<file path="src/hdl/holdover_pkg.sv">
// constants for the holdover prescaler and the per-input revalidation counters
// assumes a single clock domain driven by the vcxo-pll output
package holdover_pkg;
	localparam logic [1:0] PRESC_SEL_RST = 2'h2;
	localparam logic [1:0] REVAL_SEL_RST = 2'h2;
	localparam logic [7:0] HOLDOFF_RST = 8'h80;
	localparam int PRESC_W = 17;
	localparam int PRESC_EXP_00 = 15;
	localparam int PRESC_EXP_01 = 16;
	localparam int PRESC_EXP_10 = 17;
	localparam int REVAL_W = 7;
	localparam logic [6:0] REVAL_CNT_00 = 7'h02;
	localparam logic [6:0] REVAL_CNT_01 = 7'h10;
	localparam logic [6:0] REVAL_CNT_10 = 7'h20;
	localparam logic [6:0] REVAL_CNT_11 = 7'h40;

	typedef enum logic [0:0] {
		HOLD_IDLE = 1'b0,
		HOLD_RUN = 1'b1
	} hold_state_t;

	// code 11 is reserved and behaves as the reset divider
	function automatic logic [PRESC_W-1:0] presc_mask(input logic [1:0] sel);
		case (sel)
			2'h0: presc_mask = PRESC_W'((1 << PRESC_EXP_00) - 1);
			2'h1: presc_mask = PRESC_W'((1 << PRESC_EXP_01) - 1);
			default: presc_mask = PRESC_W'((1 << PRESC_EXP_10) - 1);
		endcase
	endfunction : presc_mask

	function automatic logic [REVAL_W-1:0] reval_count(input logic [1:0] sel);
		case (sel)
			2'h0: reval_count = REVAL_CNT_00;
			2'h1: reval_count = REVAL_CNT_01;
			2'h2: reval_count = REVAL_CNT_10;
			default: reval_count = REVAL_CNT_11;
		endcase
	endfunction : reval_count
endpackage : holdover_pkg

</file>
<file path="src/hdl/holdover_counters.sv">
// holdover prescaler, hold-off counter and per-input revalidation counters
// assumes clk is the vcxo-pll output; reference inputs are asynchronous pins
// Function
// - prescaler divides clock by 2^15, 2^16 or 2^17 for settings 00, 01, 10.
// - each reference input keeps its own revalidation counter of valid periods.
// - counter decrements by one per valid consecutive input period.
// - a missing edge for one period while revalidating reloads the full count.
// - counter reaching zero marks input revalidated and clears its loss flag.
// - length setting 00=2, 01=16, 10=32, 11=64 periods; reset setting 10.
// - hold-off counter runs on prescaler ticks after loss, fails over on the tick taken at one (not zero), reloads.
`timescale 1ns/10ps
module holdover_counters #(
	parameter int N_REF = 2,
	parameter int GAP_W = 8,
	parameter logic [GAP_W-1:0] GAP_LIMIT = 8'h40
) (
	input wire logic clk, // vcxo-pll output clock, 40 MHz nominal
	input wire logic arst_n, // async reset, active low
	input wire logic ce, // clock enable, freezes all state when low
	input wire logic [N_REF-1:0] ref_clk_in, // reference input pins
	input wire logic cfg_wr, // write strobe for the settings below
	input wire logic [1:0] holdover_prescale_select_in, // prescaler setting to write
	input wire logic [1:0] revalidation_length_select_in, // length setting to write
	input wire logic [7:0] holdoff_count_value_in, // hold-off value to write
	input wire logic [$clog2(N_REF)-1:0] active_ref, // input watched by the hold-off counter
	output logic [1:0] holdover_prescale_select, // prescaler setting readback
	output logic [1:0] revalidation_length_select, // length setting readback
	output logic [7:0] holdoff_count_value, // hold-off value readback
	output logic [N_REF-1:0] signal_loss_flag, // per-input loss flags
	output logic [N_REF-1:0] revalidated, // per-input revalidation pulse
	output logic holdoff_tick, // prescaler tick pulse
	output logic [7:0] holdoff_remaining, // hold-off counter value
	output logic failover // pulse requesting a reference switch
);
	logic [N_REF-1:0] sync1_q, sync2_q, sync3_q;
	logic [holdover_pkg::PRESC_W-1:0] presc_q;
	holdover_pkg::hold_state_t state_q, state_d;
	logic [7:0] hold_d;

	always_ff @(posedge clk or negedge arst_n) begin
		if (!arst_n) begin
			holdover_prescale_select <= holdover_pkg::PRESC_SEL_RST;
			revalidation_length_select <= holdover_pkg::REVAL_SEL_RST;
			holdoff_count_value <= holdover_pkg::HOLDOFF_RST;
		end else if (ce && cfg_wr) begin
			holdover_prescale_select <= holdover_prescale_select_in;
			revalidation_length_select <= revalidation_length_select_in;
			holdoff_count_value <= holdoff_count_value_in;
		end
	end

	// all three settings move together, so a half-written pair is never seen
	a_cfg_load: assert property (@(posedge clk) disable iff (!arst_n)
		ce && cfg_wr |=> holdover_prescale_select == $past(holdover_prescale_select_in) &&
		revalidation_length_select == $past(revalidation_length_select_in) &&
		holdoff_count_value == $past(holdoff_count_value_in))
		else $error("settings not loaded by the write strobe");
	a_cfg_hold: assert property (@(posedge clk) disable iff (!arst_n)
		!(ce && cfg_wr) |=> $stable(holdover_prescale_select) &&
		$stable(revalidation_length_select) && $stable(holdoff_count_value))
		else $error("settings changed without an enabled write");

	// two flops resynchronise the pins; the third only feeds the edge detector
	always_ff @(posedge clk or negedge arst_n) begin
		if (!arst_n) begin
			sync1_q <= '0;
			sync2_q <= '0;
			sync3_q <= '0;
		end else if (ce) begin
			sync1_q <= ref_clk_in;
			sync2_q <= sync1_q;
			sync3_q <= sync2_q;
		end
	end

	// the edge detector must see the resynchronised copy, never the raw pin
	a_sync_chain: assert property (@(posedge clk) disable iff (!arst_n)
		ce |=> sync2_q == $past(sync1_q) && sync3_q == $past(sync2_q))
		else $error("resynchroniser stages did not advance");

	wire [N_REF-1:0] ref_edge = sync2_q & ~sync3_q;
	wire [holdover_pkg::REVAL_W-1:0] reval_load =
		holdover_pkg::reval_count(revalidation_length_select);

	// the missing-edge window must exceed the slowest valid reference period
	for (genvar i = 0; i < N_REF; i++) begin : g_ch
		reval_channel #(.GAP_W(GAP_W)) u_ch (
			.clk(clk),
			.arst_n(arst_n),
			.ce(ce),
			.ref_edge(ref_edge[i]),
			.gap_limit(GAP_LIMIT),
			.load_count(reval_load),
			.los_q(signal_loss_flag[i]),
			.reval_q(revalidated[i]),
			.count_q()
		);
	end

	// the free-running prescaler is shared; a setting change alters the wrap compare at once, in the middle of a count
	wire [holdover_pkg::PRESC_W-1:0] presc_lim = holdover_pkg::presc_mask(holdover_prescale_select);
	wire presc_wrap = ((presc_q & presc_lim) == presc_lim);

	always_ff @(posedge clk or negedge arst_n) begin
		if (!arst_n) begin
			presc_q <= '0;
			holdoff_tick <= 1'b0;
		end else if (ce) begin
			presc_q <= presc_wrap ? '0 : presc_q + holdover_pkg::PRESC_W'(1);
			holdoff_tick <= presc_wrap;
		end
	end

	// a tick wider than one cycle would step the hold-off counter twice
	a_tick_pulse: assert property (@(posedge clk) disable iff (!arst_n)
		ce && holdoff_tick |=> !holdoff_tick)
		else $error("prescaler tick lasted more than one cycle");
	a_ce_freeze: assert property (@(posedge clk) disable iff (!arst_n)
		!ce |=> $stable(presc_q) && $stable(holdoff_tick) && $stable(state_q) &&
		$stable(holdoff_remaining) && $stable(failover) && $stable(signal_loss_flag))
		else $error("state moved while the clock enable was low");

	// only the watched input is timed; the other input's loss is reported but not timed
	wire watched_loss = signal_loss_flag[active_ref];
	wire hold_zero = (holdoff_remaining <= 8'h01);
	wire fire = (state_q == holdover_pkg::HOLD_RUN) && holdoff_tick && hold_zero;

	always_comb begin
		state_d = state_q;
		hold_d = holdoff_remaining;
		case (state_q)
			holdover_pkg::HOLD_IDLE: begin
				hold_d = holdoff_count_value;
				if (watched_loss) begin
					state_d = holdover_pkg::HOLD_RUN;
				end
			end
			holdover_pkg::HOLD_RUN: begin
				if (!watched_loss) begin
					state_d = holdover_pkg::HOLD_IDLE;
					hold_d = holdoff_count_value;
				end else if (fire) begin
					hold_d = holdoff_count_value;
				end else if (holdoff_tick) begin
					hold_d = holdoff_remaining - 8'h01;
				end
			end
			default: begin
				state_d = holdover_pkg::HOLD_IDLE;
				hold_d = holdoff_count_value;
			end
		endcase
	end

	always_ff @(posedge clk or negedge arst_n) begin
		if (!arst_n) begin
			state_q <= holdover_pkg::HOLD_IDLE;
			holdoff_remaining <= holdover_pkg::HOLDOFF_RST;
			failover <= 1'b0;
		end else if (ce) begin
			state_q <= state_d;
			holdoff_remaining <= hold_d;
			failover <= fire && watched_loss;
		end
	end

	a_presc_period: assert property (@(posedge clk) disable iff (!arst_n)
		ce && presc_wrap |=> presc_q == 17'h00000 && holdoff_tick)
		else $error("prescaler did not wrap on its limit");
	a_presc_reserved: assert property (@(posedge clk) disable iff (!arst_n)
		holdover_prescale_select == 2'h3 |-> presc_lim == 17'h1ffff)
		else $error("reserved prescaler code not treated as divide by 2^17");
	a_reval_table: assert property (@(posedge clk) disable iff (!arst_n)
		(revalidation_length_select == 2'h0 |-> reval_load == 7'h02) and
		(revalidation_length_select == 2'h3 |-> reval_load == 7'h40))
		else $error("revalidation length decode wrong");
	a_hold_step: assert property (@(posedge clk) disable iff (!arst_n)
		ce && state_q == holdover_pkg::HOLD_RUN && watched_loss && holdoff_tick && !hold_zero
		|=> holdoff_remaining == $past(holdoff_remaining) - 8'h01)
		else $error("hold-off counter did not step on tick");
	a_hold_fire: assert property (@(posedge clk) disable iff (!arst_n)
		ce && fire && watched_loss |=> failover && holdoff_remaining == $past(holdoff_count_value))
		else $error("hold-off expiry did not fail over and reload");
	a_hold_quiet: assert property (@(posedge clk) disable iff (!arst_n)
		state_q == holdover_pkg::HOLD_IDLE |=> !failover)
		else $error("fail-over raised while no loss");

	// idle tracks the programmed value so that a new loss starts from a full count
	a_idle_reload: assert property (@(posedge clk) disable iff (!arst_n)
		ce && state_q == holdover_pkg::HOLD_IDLE
		|=> holdoff_remaining == $past(holdoff_count_value))
		else $error("idle hold-off counter not tracking its setting");
	a_enter_run: assert property (@(posedge clk) disable iff (!arst_n)
		ce && state_q == holdover_pkg::HOLD_IDLE && watched_loss
		|=> state_q == holdover_pkg::HOLD_RUN)
		else $error("hold-off counter did not start after loss");
	a_leave_run: assert property (@(posedge clk) disable iff (!arst_n)
		ce && state_q == holdover_pkg::HOLD_RUN && !watched_loss
		|=> state_q == holdover_pkg::HOLD_IDLE && !failover)
		else $error("hold-off counter kept running after revalidation");
	a_run_hold: assert property (@(posedge clk) disable iff (!arst_n)
		ce && state_q == holdover_pkg::HOLD_RUN && watched_loss && !holdoff_tick
		|=> holdoff_remaining == $past(holdoff_remaining))
		else $error("hold-off counter moved without a tick");
	a_fail_pulse: assert property (@(posedge clk) disable iff (!arst_n)
		ce && failover |=> !failover)
		else $error("fail-over lasted more than one cycle");
	a_fail_on_tick: assert property (@(posedge clk) disable iff (!arst_n)
		$rose(failover) |-> $past(holdoff_tick) && $past(watched_loss))
		else $error("fail-over raised without a tick during loss");

	// a revalidation pulse never stands beside a loss flag of the same input
	a_reval_clears: assert property (@(posedge clk) disable iff (!arst_n)
		(revalidated & signal_loss_flag) == '0)
		else $error("revalidation pulse while the loss flag is set");
	a_reval_once: assert property (@(posedge clk) disable iff (!arst_n)
		ce && |revalidated |=> (revalidated & $past(revalidated)) == '0)
		else $error("revalidation pulse lasted more than one cycle");
endmodule : holdover_counters

</file>
<file path="src/hdl/reval_channel.sv">
// one input's loss detector and revalidation counter
// assumes ref_edge is a one-cycle pulse already synchronised to clk
`timescale 1ns/10ps
module reval_channel #(
	parameter int GAP_W = 8
) (
	input wire logic clk, // vcxo-pll clock
	input wire logic arst_n, // async reset, active low
	input wire logic ce, // clock enable
	input wire logic ref_edge, // rising edge seen on the input
	input wire logic [GAP_W-1:0] gap_limit, // cycles without edge that count as missing
	input wire logic [holdover_pkg::REVAL_W-1:0] load_count, // programmed revalidation count
	output logic los_q, // loss flag
	output logic reval_q, // pulse when the input is revalidated
	output logic [holdover_pkg::REVAL_W-1:0] count_q // remaining valid periods
);
	logic [GAP_W-1:0] gap_q;
	wire missing = (gap_q >= gap_limit);
	wire last_period = (count_q == holdover_pkg::REVAL_W'(1));

	always_ff @(posedge clk or negedge arst_n) begin
		if (!arst_n) begin
			gap_q <= '0;
		end else if (ce) begin
			gap_q <= (ref_edge || missing) ? '0 : gap_q + GAP_W'(1);
		end
	end

	// a missing edge outranks a good one in the same cycle, so loss is never lost
	always_ff @(posedge clk or negedge arst_n) begin
		if (!arst_n) begin
			los_q <= 1'b1;
			reval_q <= 1'b0;
			count_q <= holdover_pkg::REVAL_CNT_10;
		end else if (ce) begin
			reval_q <= 1'b0;
			if (missing) begin
				los_q <= 1'b1;
				count_q <= load_count;
			end else if (los_q && ref_edge) begin
				count_q <= count_q - holdover_pkg::REVAL_W'(1);
				if (last_period) begin
					los_q <= 1'b0;
					reval_q <= 1'b1;
				end
			end
		end
	end

	a_reload_on_gap: assert property (@(posedge clk) disable iff (!arst_n)
		ce && missing |=> los_q && count_q == $past(load_count))
		else $error("revalidation count not reloaded after missing edge");
	a_single_step: assert property (@(posedge clk) disable iff (!arst_n)
		ce && los_q && ref_edge && !missing |=> count_q == $past(count_q) - 7'h01)
		else $error("revalidation count did not step by one");
	a_clear_at_zero: assert property (@(posedge clk) disable iff (!arst_n)
		$fell(los_q) |-> reval_q && count_q == 7'h00)
		else $error("loss flag cleared without reaching zero");
	a_hold_no_edge: assert property (@(posedge clk) disable iff (!arst_n)
		ce && !ref_edge && !missing |=> count_q == $past(count_q) && los_q == $past(los_q))
		else $error("revalidation state moved without an edge");
endmodule : reval_channel

</file>
<file path="config.mk">
export PLATFORM = sky130hd
export DESIGN_NAME = holdover_counters
export DESIGN_NICKNAME = d
export VERILOG_FILES = /design/src/hdl/holdover_pkg.sv /design/src/hdl/holdover_counters.sv /design/src/hdl/reval_channel.sv
export SDC_FILE = /design/constraint.sdc
export NUM_CORES = 1
export LEC_CHECK = 0
export BUFFER_PORTS_ARGS = -buffer_cell sky130_fd_sc_hd__buf_2
export CAP_MARGIN = 5
export CORE_MARGIN = 2
export CORE_UTILIZATION = 55
export DETAILED_ROUTE_END_ITERATION = 12
export PLACE_DENSITY = 0.76
export RECOVER_POWER = 50
export SYNTH_ARGS = -nofsm -noshare
export SYNTH_HDL_FRONTEND = slang
export SYNTH_SLANG_ARGS = --single-unit
</file>
<file path="constraint.sdc">
create_clock -name clk -period 2.4 [get_ports clk]
set_input_delay 0.48 -clock clk [delete_from_list [all_inputs] [get_ports clk]]
set_output_delay 0.48 -clock clk [all_outputs]
set_load 0.01 [all_outputs]
</file>
==> impl_results.md <==
* Post-route core utilization at between 60 and 70%
* Crit. End Element: register
* Netlist cell types at 60
* Fraction of layout cells with a size suffix above 1 at between 20% and 30%
* Ys flop type: sky130_fd_sc_hd__dfrtp_1
* Hold violation count in the final report at 0
* Post-synthesis instance area at ~4000 sq um
* Wire length reported by the detailed router at ~8000 microns
* Clock-pin slew on the worst setup and hold paths at approximately 0.090 ns
* H-tree depth reported by CTS at 3
* Detailed-routing iteration count for the pre-antenna-repair pass at 4
* Sw Ratio at about a third
* TritonCTS clock tree: yes
* Clock root cell: sky130_fd_sc_hd__clkbuf_8
* Net count of the finished layout at 461
* Count of hold buffers inserted by post-cts repair at 0
* Flop2flop setup slack at around 0.43 ns
* Cell count after synthesis at roughly 390
* Die outline area at ~8100 sq um
* Dominant cells by area after synthesis: sky130_fd_sc_hd__dfrtp_1 45%, sky130_fd_sc_hd__dfstp_2 5.2%, sky130_fd_sc_hd__mux2_2 5.0%, sky130_fd_sc_hd__nor2_1 3.6%, sky130_fd_sc_hd__ha_1 2.8%
* Clock power frac at ~31%
* Crit-path max cell delay at between 0.4 and 0.5 ns
* Worst setup path category: reg -> reg
* Wire length of the first global-routing pass at ~14000 microns
* Slowest cell on the critical path: sky130_fd_sc_hd__dfrtp_1
* Count of unresolved DRC violations after routing at 0
* Initial core utilization at a little under three fifths
* Cell type contributing the most total cell area after synthesis: sky130_fd_sc_hd__dfrtp_1
* Type of the worst min-delay path: in -> async
* Number of global-route vias before repair at between 3000 and 4000
* Maximum clock skew at final layout at slightly above 0.01 ns
* Floorplan die width at ~90 microns
* Number of inserted diodes at 0
* Proportion of power drawn by flip-flops and latches at 47.6%
* Fraction of synthesized cell area taken by the top area cell type at between 40% and 50%
* Grt ovf at 0
* Unrepaired setup endpoints after global routing: false
* Share of power burned in combinational logic at ~22%
* Antenna-violating nets left at 0
* Pin count of the biggest net entering global routing at 43
* Internal power of the cells at about 2.7 mW
* Detailed router's first-iteration violation count at 180
* Required time reported for the critical path endpoint at approximately 2.6 ns
* Setup bufs post-CTS at 0
* Number of core rows at 31
* Flops & latches, synth at 80
* Number of sinks handled by clock tree synthesis at 80
* Count leader, synth: sky130_fd_sc_hd__dfrtp_1
* Count of flip-flops with a built-in enable after synthesis at 0
* Power dissipated by switching net loads at around 1.3 mW
* Worst-margin pin slew at 0.996 ns
* Synthesized net count at ~420
* Via count at a little over 3000
* Area growth from synthesis to layout at 12.8%
* Min Hold Slack at 0.251 ns
* Final Wtd Congestion at 0.885
* Die H at ~90 microns
* Startpoint of the lowest-slack register-to-register path: holdoff_remaining[0]$_DFFE_PN0P_
* Total I/O pin count at 45
* Count of max-cap constraint violations at 0
* Synth Warn # at 0
* CP Launch Type: register
* Proportion of register bits with asynchronous set or reset after synthesis at between 90% and 100%
* Worst r2r path cells at 6
* Sequential fraction of the synthesis area at 49.7%
* Final worst path period need at between 1.5 and 2 ns
* Detailed-route vias per instance at between 5 and 6
* Power density of the placed cells at about 870 nW/um^2
* Clock latency on the worst-skew pair at 0.36 ns
* Total core area at around 7200 sq um
* Outcome: finished, final reports clean
* Total of endpoints with negative setup slack in the final report at 0
* Total Neg Setup Slack at 0 ns
* Average footprint of a synthesized cell at ~10 sq um
* Number of buffers created by CTS at 9
* Max Freq at 0.506 GHz
* CTS Buffer Depth at 2
* Most common library cells after synthesis: 72 x sky130_fd_sc_hd__dfrtp_1, 39 x sky130_fd_sc_hd__nor2_1, 26 x sky130_fd_sc_hd__nand2_1, 24 x sky130_fd_sc_hd__inv_1, 18 x sky130_fd_sc_hd__mux2_2
* Crit path DAT at approximately 2.2 ns
* Quantity of gates resized following cts at 0
* Initial antenna violation count at 0
* Routed length per instance at 14.9 microns
* Max-slew headroom at the worst pin at about a third
* Static power due to leakage at about 2.1 nW
* Ratio of final minimum period to clock period at 82.3%
* Total routing resource utilization after global routing at 21.6%
* Worst r2r dst: holdoff_remaining[6]$_DFFE_PN0P_
* Combined area of the multi-input logic cells at approximately 1900 sq um
* Worst path cell trace: inv_1 -> ha_1 -> or3b_1 -> or3_1 -> a31oi_1 -> o221ai_1
* Largest fanout on the critical path at 6
* IR Drop Worst-Case VDD at 0.000390 V
* Hpwl dp at between 5000 and 6000 microns
* Count of pins over their slew limit at 0
* Register area at approximately 2000 sq um
* Port-buffer cells at 44
* Filler cells at ~560
-- per-stage QoR --
step                      power, mW  setup WS (ns)  instance area (sq um)  cells
after floorplan                2.47          0.536                   4050    391
after global placement         2.73          0.494                   4350    521
after detailed placement       2.76          0.445                   4350    521
after CTS                      4.00          0.426                   4600    537
after global routing           4.22          0.214                   4570    537
final                          3.97          0.425                   4570    537
-- layout by cell type, fill, tap and decap left out, types with 3 or more instances in the layout --
cell type and n:
sky130_fd_sc_hd__nor2_1 39, sky130_fd_sc_hd__a31oi_1 10, sky130_fd_sc_hd__and3_1 5, sky130_fd_sc_hd__bufinv_16 3, sky130_fd_sc_hd__buf_2 42, sky130_fd_sc_hd__ha_1 9
sky130_fd_sc_hd__xnor2_1 11, sky130_fd_sc_hd__o21a_1 5, sky130_fd_sc_hd__inv_1 24, sky130_fd_sc_hd__nor4_1 6, sky130_fd_sc_hd__o31ai_1 4, sky130_fd_sc_hd__o2bb2ai_1 3
sky130_fd_sc_hd__o221ai_1 7, sky130_fd_sc_hd__nand2_1 26, sky130_fd_sc_hd__o22a_1 3, sky130_fd_sc_hd__or3_1 3, sky130_fd_sc_hd__mux2_2 18, sky130_fd_sc_hd__nor2b_1 8
sky130_fd_sc_hd__clkbuf_8 9, sky130_fd_sc_hd__nand4_1 13, sky130_fd_sc_hd__and4_1 3, sky130_fd_sc_hd__nand3_1 12, sky130_fd_sc_hd__a21oi_1 12, sky130_fd_sc_hd__nor3_1 5
sky130_fd_sc_hd__dfrtp_1 72, sky130_fd_sc_hd__o21ai_0 14, sky130_fd_sc_hd__mux2i_1 3, sky130_fd_sc_hd__dfstp_2 8, sky130_fd_sc_hd__xor2_1 11
-- layout make-up --
| class | count | area share (%) |
|---|---|---|
| clock buffers | 9 | 2.71 |
| clock inverters | 7 | 2.77 |
| inverters | 24 | 1.97 |
| multi-input cells | 271 | 40.5 |
| flip-flops and latches | 80 | 44.1 |
| well taps | 99 | 2.71 |
| repair buffers | 47 | 5.23 |
-- power by group through the flow --
| stage | clock, mW | sequential, mW | combinational (mW) |
|---|---|---|---|
| floorplan | 0 | 1.88 | 0.592 |
| finish | 1.22 | 1.89 | 0.858 |
| global placement | 0 | 1.90 | 0.835 |
| detailed placement | 0 | 1.91 | 0.856 |
| global route | 1.30 | 1.93 | 0.984 |
| CTS | 1.25 | 1.89 | 0.863 |
-- cells by family (layout without fill, tap and decap cells) --
| family | after synthesis | count (layout) | synth area share (%) |
|---|---|---|---|
| fa+ha+maj | 9 | 9 | 2.78 |
| mux | 21 | 21 | 5.75 |
| compound gates | 79 | 79 | 13.7 |
| flops | 80 | 80 | 49.7 |
| buf+inv | 40 | 87 | 4.30 |
| simple gates | 140 | 140 | 19.0 |
| xor+xnor | 22 | 22 | 4.76 |
-- worst max-delay path: cells and delay by family, from the launching register on --
family          cells  cell delay, ns
simple gates        2            0.73
flops               1            0.44
compound gates      2            0.30
fa+ha+maj           1            0.26
buf+inv             1            0.11
-- registers in the layout, indices dropped and copies added (netlist names) --
signal and count:
presc_q 17, g_ch.u_ch.gap_q 16, g_ch.u_ch.count_q 14, holdoff_count_value 8, holdoff_remaining 8, g_ch.u_ch.los_q 2
g_ch.u_ch.reval_q 2, holdover_prescale_select 2, revalidation_length_select 2, sync1_q 2, sync2_q 2, sync3_q 2
failover 1, holdoff_tick 1, state_q 1
-- worst max path at each step --
stage                                           from                          endpoint  slack [ns]  depth (start not counted)
floorplan           holdoff_remaining[0]$_DFFE_PN0P_  holdoff_remaining[6]$_DFFE_PN0P_        0.54                          6
global placement    holdoff_remaining[0]$_DFFE_PN0P_  holdoff_remaining[6]$_DFFE_PN0P_        0.49                          6
detailed placement  holdoff_remaining[0]$_DFFE_PN0P_  holdoff_remaining[6]$_DFFE_PN0P_        0.44                          6
CTS                 holdoff_remaining[0]$_DFFE_PN0P_  holdoff_remaining[6]$_DFFE_PN0P_        0.43                          6
global route                                  arst_n            presc_q[2]$_DFFE_PN0P_        0.21                          2
finish              holdoff_remaining[0]$_DFFE_PN0P_  holdoff_remaining[6]$_DFFE_PN0P_        0.43                          6
-- per-layer routing --
metal / routed length (microns) / up-vias / track usage (%)
li1: - / 1494 / -
met1: 3770 / 1498 / 29.8
met2: 3740 / 77 / 33.3
met3: 345 / 14 / 3.52
met4: 153 / 0 / 10.9
met5: 0 / - / 0
No activity file was read; power rests on OpenSTA's default activity.
